File: src/tfa_pkg.sv
// package: constants and types for the timer flag and conflict arbiter
package tfa_pkg;

  // register byte offsets
  localparam logic [7:0] OFS_CTRL = 8'h00; // counter_control_reg
  localparam logic [7:0] OFS_FUNC = 8'h04; // function_control_reg
  localparam logic [7:0] OFS_IOEN = 8'h08; // pin direction / toggle
  localparam logic [7:0] OFS_OLVL = 8'h0C; // output_level_control_reg
  localparam logic [7:0] OFS_STAT = 8'h10; // status flags
  localparam logic [7:0] OFS_MASK = 8'h14; // interrupt enables
  localparam logic [7:0] OFS_CNT = 8'h18; // timer_count_value
  localparam logic [7:0] OFS_GR0 = 8'h20; // general_compare_reg 0..3
  localparam logic [7:0] OFS_GR_STEP = 8'h04;

  // counter_control_reg fields
  localparam int CTRL_RUN = 0;
  localparam int CTRL_PSC_LO = 1;
  localparam int CTRL_CLR = 4; // clear on reg 0 match or capture

  // io enable register: low nibble output enable, high nibble toggle
  localparam int IOEN_TGL_LO = 4;

  // status / mask layout
  localparam int STAT_OVF = 4;
  localparam int NUM_FLAGS = 5;

  // prescaler select codes
  localparam logic [2:0] PSC_EXT_RISE = 3'h6;
  localparam logic [2:0] PSC_EXT_FALL = 3'h7;

  // reset values
  localparam logic [15:0] RST_ZERO = 16'h0000;

  typedef struct packed {
    logic [7:0] addr;
    logic [15:0] wdata;
    logic wr;
    logic rd;
  } tfa_bus_req_t;

endpackage : tfa_pkg

File: src/tfa_pin_sync.sv
// module: two-stage pin synchroniser with edge detection
`timescale 1ns/10ps
`default_nettype none
module tfa_pin_sync #(
  parameter int W = 1
) (
  input wire logic clk,
  input wire logic rst,
  input wire logic [W-1:0] pin,
  output logic [W-1:0] level,
  output logic [W-1:0] rise,
  output logic [W-1:0] fall
);

  logic [W-1:0] meta; // first stage, read only by level
  logic [W-1:0] prev; // delayed copy for edges

  // two flops before any logic; edges look at stage two only
  always_ff @(posedge clk) begin
    if (rst) begin
      meta <= '0;
      level <= '0;
      prev <= '0;
    end else begin
      meta <= pin;
      level <= meta;
      prev <= level;
    end
  end

  // short pulses may slip between samples; caller keeps them wide
  assign rise = level & ~prev;
  assign fall = ~level & prev;

endmodule : tfa_pin_sync
`default_nettype wire

File: src/tfa_timer_flags.sv
// module: timer counter, flags, interrupt and access conflict logic
`timescale 1ns/10ps
`default_nettype none
module tfa_timer_flags #(
  parameter int CNT_W = 16, // counter and general register width
  parameter int NUM_GR = 4 // number of general registers
) (
  input wire logic clk,
  input wire logic rst,
  input wire tfa_pkg::tfa_bus_req_t bus, // register request
  output logic [15:0] rdata, // valid the cycle after rd
  output logic irq, // level interrupt
  input wire logic ext_clk_pin, // external count clock pin
  input wire logic [NUM_GR-1:0] timer_io_pins_in, // pin levels in
  output logic [NUM_GR-1:0] timer_io_pins_out, // pin drive value
  output logic [NUM_GR-1:0] timer_io_pins_oe, // high while driving
  output logic [1:0] combination_mode_bits // to pwm mode logic
);

  // parameter sanity: the bus is 16 bits, map has room for 4 regs
  generate
    if (CNT_W < 2 || CNT_W > 16) begin : g_bad_w
      $error("counter width must be 2 to 16");
    end
    if (NUM_GR < 1 || NUM_GR > 4) begin : g_bad_n
      $error("general register count must be 1 to 4");
    end
  endgenerate

  localparam logic [CNT_W-1:0] CNT_MAX = {CNT_W{1'b1}};
  localparam logic [CNT_W-1:0] CNT_ZERO = '0;

  // ---------------------------------------------------------------
  // functions
  // ---------------------------------------------------------------

  // address of general register i
  function automatic logic [7:0] gr_addr(input int i);
    gr_addr = 8'(tfa_pkg::OFS_GR0 + 8'(i) * tfa_pkg::OFS_GR_STEP);
  endfunction : gr_addr

  // internal prescale tick: code k divides by 2**k, codes 0..5
  function automatic logic psc_tick(input logic [2:0] sel,
                                    input logic [4:0] pre);
    logic [4:0] mask;
    mask = 5'(({5'h0, 1'b1} << sel) - 6'h01);
    psc_tick = ((pre & mask) == mask);
  endfunction : psc_tick

  // ---------------------------------------------------------------
  // storage
  // ---------------------------------------------------------------
  logic [4:0] ctrl; // run, prescaler_select, clear select
  logic [2*NUM_GR-1:0] ioen; // output enables and toggle enables
  logic [NUM_GR-1:0] initial_output_level_bits; // read-back value
  logic [CNT_W-1:0] timer_count_value; // the counter
  logic [CNT_W-1:0] general_compare_reg [NUM_GR]; // compare/capture
  logic [NUM_GR-1:0] match_capture_flag; // per general register
  logic overflow_flag; // counter rolled over
  logic [tfa_pkg::NUM_FLAGS-1:0] irq_enable; // interrupt mask
  logic [tfa_pkg::NUM_FLAGS-1:0] clr_armed; // flags seen as one
  logic [4:0] pre_cnt; // free running prescaler

  // views of the control fields
  logic run;
  logic [2:0] prescaler_select;
  logic clear_sel;
  logic [NUM_GR-1:0] toggle_en;
  logic [NUM_GR-1:0] capture_mode;
  assign run = ctrl[tfa_pkg::CTRL_RUN];
  assign prescaler_select = ctrl[tfa_pkg::CTRL_PSC_LO +: 3];
  assign clear_sel = ctrl[tfa_pkg::CTRL_CLR];
  assign toggle_en = ioen[tfa_pkg::IOEN_TGL_LO +: NUM_GR];
  // a general register captures when its pin is not driven
  assign capture_mode = ~timer_io_pins_oe;

  // ---------------------------------------------------------------
  // pin synchronisers
  // ---------------------------------------------------------------
  logic ext_rise; // external count clock edges
  logic ext_fall;
  logic [NUM_GR-1:0] cap_edge; // capture pin rising edges

  tfa_pin_sync #(.W(1)) u_ext_sync (
    .clk(clk),
    .rst(rst),
    .pin(ext_clk_pin),
    .level(),
    .rise(ext_rise),
    .fall(ext_fall)
  );

  tfa_pin_sync #(.W(NUM_GR)) u_cap_sync (
    .clk(clk),
    .rst(rst),
    .pin(timer_io_pins_in),
    .level(),
    .rise(cap_edge),
    .fall()
  );

  // ---------------------------------------------------------------
  // bus decode
  // ---------------------------------------------------------------
  logic wr_ctrl;
  logic wr_func;
  logic wr_ioen;
  logic wr_olvl;
  logic wr_stat;
  logic wr_mask;
  logic wr_cnt;
  logic rd_stat;
  logic [NUM_GR-1:0] wr_gr; // write strobe per general register

  assign wr_ctrl = bus.wr && bus.addr == tfa_pkg::OFS_CTRL;
  assign wr_func = bus.wr && bus.addr == tfa_pkg::OFS_FUNC;
  assign wr_ioen = bus.wr && bus.addr == tfa_pkg::OFS_IOEN;
  assign wr_olvl = bus.wr && bus.addr == tfa_pkg::OFS_OLVL;
  assign wr_stat = bus.wr && bus.addr == tfa_pkg::OFS_STAT;
  assign wr_mask = bus.wr && bus.addr == tfa_pkg::OFS_MASK;
  assign wr_cnt = bus.wr && bus.addr == tfa_pkg::OFS_CNT;
  assign rd_stat = bus.rd && bus.addr == tfa_pkg::OFS_STAT;

  // general register write decode, one per register
  always_comb begin
    for (int i = 0; i < NUM_GR; i++) begin
      wr_gr[i] = bus.wr && bus.addr == gr_addr(i);
    end
  end

  // ---------------------------------------------------------------
  // events
  // ---------------------------------------------------------------
  logic count_tick; // counter input clock
  logic [NUM_GR-1:0] cmp_match; // compare match signals
  logic [NUM_GR-1:0] capture; // input capture signals
  logic ovf_event; // rollover on this tick
  logic cnt_clear; // clear request from reg 0

  // count clock: internal prescale or external pin edge
  always_comb begin
    case (prescaler_select)
      tfa_pkg::PSC_EXT_RISE: count_tick = run && ext_rise;
      tfa_pkg::PSC_EXT_FALL: count_tick = run && ext_fall;
      default: count_tick = run && psc_tick(prescaler_select, pre_cnt);
    endcase
  end

  // match only fires when the counter would step at equality
  always_comb begin
    for (int i = 0; i < NUM_GR; i++) begin
      cmp_match[i] = count_tick && !capture_mode[i]
        && timer_count_value == general_compare_reg[i]
        && !wr_gr[i];
      capture[i] = capture_mode[i] && cap_edge[i];
    end
  end

  // rollover is seen even if a counter write lands now
  assign ovf_event = count_tick && timer_count_value == CNT_MAX;
  // reg 0 match or capture resets the count when selected
  assign cnt_clear = clear_sel && (cmp_match[0] || capture[0]);

  // ---------------------------------------------------------------
  // prescaler
  // ---------------------------------------------------------------
  // free running so every divide ratio shares one counter
  always_ff @(posedge clk) begin
    if (rst) begin
      pre_cnt <= 5'h00;
    end else begin
      pre_cnt <= pre_cnt + 5'h01;
    end
  end

  // ---------------------------------------------------------------
  // counter with conflict priority: clear, write, increment
  // ---------------------------------------------------------------
  always_ff @(posedge clk) begin
    if (rst) begin
      timer_count_value <= CNT_ZERO;
    end else if (cnt_clear) begin
      // clear wins; any write and increment are dropped
      timer_count_value <= CNT_ZERO;
    end else if (wr_cnt) begin
      // write wins over the increment, even at rollover
      timer_count_value <= bus.wdata[CNT_W-1:0];
    end else if (count_tick) begin
      // wraps to zero at the top; flag is set separately
      timer_count_value <= timer_count_value + 1'b1;
    end
  end

  // ---------------------------------------------------------------
  // general registers: capture beats cpu write
  // ---------------------------------------------------------------
  always_ff @(posedge clk) begin
    if (rst) begin
      for (int i = 0; i < NUM_GR; i++) begin
        general_compare_reg[i] <= '1;
      end
    end else begin
      for (int i = 0; i < NUM_GR; i++) begin
        if (capture[i]) begin
          // old count, from before any clear this cycle
          general_compare_reg[i] <= timer_count_value;
        end else if (wr_gr[i]) begin
          general_compare_reg[i] <= bus.wdata[CNT_W-1:0];
        end
      end
    end
  end
  // a write colliding with capture is simply lost above

  // ---------------------------------------------------------------
  // control registers
  // ---------------------------------------------------------------
  always_ff @(posedge clk) begin
    if (rst) begin
      ctrl <= 5'h00;
      ioen <= '0;
      irq_enable <= '0;
    end else begin
      if (wr_ctrl) begin
        ctrl <= bus.wdata[4:0];
      end
      if (wr_ioen) begin
        ioen <= bus.wdata[2*NUM_GR-1:0];
      end
      if (wr_mask) begin
        irq_enable <= bus.wdata[tfa_pkg::NUM_FLAGS-1:0];
      end
    end
  end

  // mode bits are stored as written; software keeps the counter
  // stopped and passes through normal mode when switching
  always_ff @(posedge clk) begin
    if (rst) begin
      combination_mode_bits <= 2'b00;
    end else if (wr_func) begin
      combination_mode_bits <= bus.wdata[1:0];
    end
  end

  // pin enables follow the io register so outputs stay registered
  always_ff @(posedge clk) begin
    if (rst) begin
      timer_io_pins_oe <= '0;
    end else if (wr_ioen) begin
      timer_io_pins_oe <= bus.wdata[NUM_GR-1:0];
    end
  end

  // ---------------------------------------------------------------
  // output levels
  // ---------------------------------------------------------------
  // written level drives the pin until a match toggles it; the
  // read-back bits do not follow later pin changes
  always_ff @(posedge clk) begin
    if (rst) begin
      initial_output_level_bits <= '0;
      timer_io_pins_out <= '0;
    end else if (wr_olvl) begin
      initial_output_level_bits <= bus.wdata[NUM_GR-1:0];
      // the write wins; a same-cycle match change is lost, so
      // read-modify-write of this register may undo a toggle
      timer_io_pins_out <= bus.wdata[NUM_GR-1:0];
    end else begin
      timer_io_pins_out <= timer_io_pins_out
        ^ (cmp_match & toggle_en);
    end
  end
  // software should stop, copy pin levels back, then restart

  // ---------------------------------------------------------------
  // status flags and read-then-write-zero clearing
  // ---------------------------------------------------------------
  logic [tfa_pkg::NUM_FLAGS-1:0] flags; // packed view
  logic [tfa_pkg::NUM_FLAGS-1:0] flag_set; // hardware events
  logic [tfa_pkg::NUM_FLAGS-1:0] flag_clr; // cpu clear requests
  assign flags = {overflow_flag, match_capture_flag};
  assign flag_set = {ovf_event, cmp_match | capture};
  // only bits read as one and then written zero clear
  assign flag_clr = wr_stat
    ? (clr_armed & ~bus.wdata[tfa_pkg::NUM_FLAGS-1:0]) : '0;

  // arming: a status read remembers which flags were one
  always_ff @(posedge clk) begin
    if (rst) begin
      clr_armed <= '0;
    end else if (rd_stat) begin
      clr_armed <= flags;
    end else if (wr_stat) begin
      clr_armed <= '0; // one write consumes the arming
    end
  end

  // set beats a same-cycle clear so no event is lost
  always_ff @(posedge clk) begin
    if (rst) begin
      match_capture_flag <= '0;
      overflow_flag <= 1'b0;
    end else begin
      match_capture_flag <= flag_set[NUM_GR-1:0]
        | (match_capture_flag & ~flag_clr[NUM_GR-1:0]);
      overflow_flag <= flag_set[tfa_pkg::STAT_OVF]
        | (overflow_flag & ~flag_clr[tfa_pkg::STAT_OVF]);
    end
  end

  // level interrupt from enabled flags
  always_ff @(posedge clk) begin
    if (rst) begin
      irq <= 1'b0;
    end else begin
      irq <= |(flags & irq_enable);
    end
  end

  // ---------------------------------------------------------------
  // read data, one cycle after the strobe
  // ---------------------------------------------------------------
  logic [15:0] rd_mux; // combinational select

  // unmapped addresses read zero; narrow fields sit low
  always_comb begin
    rd_mux = tfa_pkg::RST_ZERO;
    case (bus.addr)
      tfa_pkg::OFS_CTRL: rd_mux = 16'(ctrl);
      tfa_pkg::OFS_FUNC: rd_mux = 16'(combination_mode_bits);
      tfa_pkg::OFS_IOEN: rd_mux = 16'(ioen);
      tfa_pkg::OFS_OLVL: rd_mux = 16'(initial_output_level_bits);
      tfa_pkg::OFS_STAT: rd_mux = 16'(flags);
      tfa_pkg::OFS_MASK: rd_mux = 16'(irq_enable);
      tfa_pkg::OFS_CNT: rd_mux = 16'(timer_count_value);
      default: begin
        for (int i = 0; i < NUM_GR; i++) begin
          if (bus.addr == gr_addr(i)) begin
            // pre-capture value: the capture lands at this edge
            rd_mux = 16'(general_compare_reg[i]);
          end
        end
      end
    endcase
  end

  // data stand only in the cycle after the read
  always_ff @(posedge clk) begin
    if (rst) begin
      rdata <= tfa_pkg::RST_ZERO;
    end else if (bus.rd) begin
      rdata <= rd_mux;
    end else begin
      rdata <= tfa_pkg::RST_ZERO;
    end
  end

endmodule : tfa_timer_flags
`default_nettype wire

File: config.mk
export PLATFORM = sky130hd
export DESIGN_NAME = tfa_timer_flags
export DESIGN_NICKNAME = d
export VERILOG_FILES = /design/src/tfa_pkg.sv /design/src/tfa_pin_sync.sv /design/src/tfa_timer_flags.sv
export SDC_FILE = /design/constraint.sdc
export NUM_CORES = 1
export LEC_CHECK = 0
export BUFFER_PORTS_ARGS = -buffer_cell sky130_fd_sc_hd__buf_2
export CAP_MARGIN = 30
export CORE_MARGIN = 4
export CORE_UTILIZATION = 60
export DETAILED_ROUTE_END_ITERATION = 8
export PLACE_DENSITY = 0.79
export REMOVE_ABC_BUFFERS = 1
export SYNTH_ARGS = -nofsm -noshare
export SYNTH_HDL_FRONTEND = slang
export SYNTH_SLANG_ARGS = --single-unit
File: constraint.sdc
create_clock -name clk -period 2.9 [get_ports clk]
set_input_delay 0.435 -clock clk [delete_from_list [all_inputs] [get_ports clk]]
set_output_delay 0.435 -clock clk [all_outputs]
set_load 0.01 [all_outputs]
==> results by group <==
Run status
  – Status: finished, final reports clean

Worst setup path
  – Critical path arrival: 2920 ps
  – Kind of end point of the critical path: flip-flop
  – Cell chain of the critical path: or3_4 > ha_1 > nor2b_1 > mux2i_1 > a32o_1 > nand4_1 > or3_1 > a311oi_1
  – Element type at the critical path start: flip-flop
  – Setup Crit Path Kind: reg2reg
  – Maximum fanout count along the critical path: 4
  – Reg2reg path depth: 8
  – Maximum single-stage delay on the critical path: 410 ps
  – Required @ worst endpoint: 3230 ps
  – Worst-path cell with the longest stage delay: or3_4

STA
  – Final hold violation count: 0
  – Final min period: 2580 ps
  – Count of final max-slew check failures: 0
  – Min setup slack post-route: 317 ps
  – Sum of negative setup slack: 0 ps
  – Worst slew margin relative to its limit: 0.301
  – Setup violation total in the final timing report: 0
  – Unrepaired setup endpoints after global routing: false
  – Fin Hold WS: 208 ps
  – Fmax achieved: 387 MHz
  – Transition at the pin with the smallest max-transition slack: 1040 ps
  – Maximum clock skew at final layout: 10.6 ps
  – Part of the cycle the worst path needs: 0.891

Global routing
  – Met2 capacity usage during global routing: 0.507
  – Total global routing overflow: 0
  – Vias in the first global route: 7,092
  – GR met1 Demand/Resource: 0.425
  – First-pass GRT wire length: 39,200 um
  – GRT Util Overall: 0.319
  – Met3 layer usage reported by global route: 0.0682
  – Initial antenna violation count: 0
  – Pin count of the biggest net entering global routing: 46
  – Global-route layer with the greatest usage: met2

Synthesis
  – Yosys warnings: 0
  – Count of flip-flops with a built-in enable after synthesis: 64
  – Area leader, netlist: edfxtp_1
  – Number of distinct library cell variants in the gate-level netlist after synthesis: 62
  – Top-area cell type share of the netlist area: 0.234
  – Avg Inst Size Synth: 9.18 um^2
  – Ranking of synthesized cells by area: edfxtp_1, dfxtp_1, xnor2_1, nor2_1, o21ai_0
  – Synthesis-stage register bit count: 155
  – Post-synthesis instance area: 8200 um^2
  – Part of the Yosys area used for sequential elements: 0.457
  – Number of instances in the synthesized netlist: 893
  – Fraction of registers with async set or reset after synthesis: 0
  – Dominant register cell in the synthesized netlist: dfxtp_1

Floorplanning
  – Starting utilization of the core area: 0.617
  – Core Box Area: 13,300 um^2
  – Die extent in y: 125 um
  – Total Die Area: 15,600 um^2
  – Chip Width: 125 um
  – Total number of placement rows: 42
  – IO Pins: 60

Final layout
  – Leading cell type in the layout, fill and taps excluded: nor2_1
  – Number of flip-flops under the largest register name: 64
  – Most frequent cells in the layout: nor2_1, dfxtp_1, edfxtp_1
  – Final antenna diode count: 0
  – Area growth from synthesis to layout: 14.8%
  – Number of fill cells in the layout: 985
  – Share of post-route cells with drive strength above 1: 0.176
  – Post-layout net count: 979
  – Final instance count without filler cells: 1,132

Routing
  – Count of nets left with antenna violations after detail routing: 0
  – Post-route DRC: 0
  – Vias per std cell: 6.66
  – Final routed wirelength across all metal layers: 25,100 um
  – Routed wirelength normalized by instance count: 22.2 um
  – Initial DRC count: 1,152
  – Number of optimization iterations in the first detailed-route pass: 7
  – DR vias: 7,540

Place
  – Final Wtd Congestion: 0.979
  – Total of buffers placed on input and output ports: 59
  – Placed insts: 1,100
  – DP Wirelength: 17,300 um
  – Worst slack, placed: 349 ps

Power
  – Leakage dissipation: 3.15 nW
  – Clock power share: 0.470
  – Cell internal power dissipation: 3.83 mW
  – Switching Power: 1.15 mW
  – Fraction of power spent switching nets: 0.230
  – Worst vdd ir: 0.406 mV
  – Comb pwr share: 0.060
  – Overall power: 4.98 mW
  – Cell area power density: 529 nW/um^2
  – Portion of total power attributed to sequential cells: 0.470

Clock network
  – Total of hold buffers inserted after clock tree synthesis: 0
  – Number of post-CTS setup repair buffers: 0
  – TritonCTS clock tree: yes
  – Cts bufs inserted: 17
  – Clock Root Buffer: clkbuf_16
  – Worst-Skew Late Latency: 430 ps
  – Deepest clock path buffer count: 2
  – CTS Sinks: 155
  – Number of levels in the clock H-tree: 4
  – Clk pin slew, worst setup/hold paths: 60 ps
  – # resized after CTS: 0

Flow run
  – Maximum capacitance violations: 0

Min path
  – Worst hold path class: in2reg
  – Hold-critical path depth: 2
-- through the flow --
stage | cell area (um^2) | utilization
3_5_place_dp | 8780 | 0.661
3_3_place_gp | 8780 | 0.661
2_1_floorplan | 7850 | -
4_1_cts | 9420 | 0.708
6_report | 9420 | 0.708
5_1_grt | 9420 | 0.708
-- cells by family after synthesis --
logic type,count (synthesis),synth area share
adder cells (fa/ha/maj),3,0.00458
AO/OA/AOI/OAI,195,0.164
buffers and inverters,91,0.0464
AND/OR/NAND/NOR,347,0.215
multiplexers,16,0.0212
XOR/XNOR,86,0.0919
flip-flops,155,0.457
-- critical path: cells and delay by family, from the launching register on --
kind | cells | cell delay [ps]
simple gates | 4 | 1110
compound gates | 2 | 550
flops | 1 | 320
mux | 1 | 260
fa+ha+maj | 1 | 240
-- power by group through the flow --
stage          Combinational, mW  Sequential, mW  Clock [mW]
2_1_floorplan              0.130            2.38           0
4_1_cts                    0.286            2.34        2.34
3_5_place_dp               0.283            2.39           0
6_report                   0.298            2.34        2.34
5_1_grt                    0.314            2.34        2.43
3_3_place_gp               0.279            2.38           0
-- area by class of cell --
class                   instances  area, um^2  share of cell area
clock buffers                  25         559              0.0594
clock inverters                 7        71.3             0.00757
inverters                       9        33.8             0.00359
multi-input cells             647        4090               0.434
flip-flops and latches        155        3740               0.398
well taps                     176         220              0.0234
repair buffers                113         701              0.0744
-- Yosys cell counts (16+ instances only) --
library cell / instances
nor2_1: 98
dfxtp_1: 91
edfxtp_1: 64
xnor2_1: 61
clkbuf_1: 59
o21ai_0: 58
nand2_1: 57
nor3_1: 56
nand3_1: 38
a22oi_1: 33
a21oi_1: 27
xor2_1: 25
nor2b_1: 21
nand4_1: 18
a211oi_1: 17
o22a_1: 16
-- metal layers --
metal,up-vias,wire length (um)
li1,3339,-
met1,3520,9320
met2,574,11500
met3,107,3240
met4,0,1060
met5,-,0
-- worst paths after layout --
check | slack [ps] | to | startpoint
max | 320 | timer_io_pins_out[0]$_SDFF_PP0_ | ctrl[1]$_SDFFE_PP0P_
min | 210 | u_cap_sync.meta[1]$_SDFF_PP0_ | timer_io_pins_in[1]
max reg2reg | 320 | timer_io_pins_out[0]$_SDFF_PP0_ | ctrl[1]$_SDFFE_PP0P_
min reg2reg | 440 | u_cap_sync.level[3]$_SDFF_PP0_ | u_cap_sync.meta[3]$_SDFF_PP0_
Note: power is estimated with default switching activity, not from simulation.
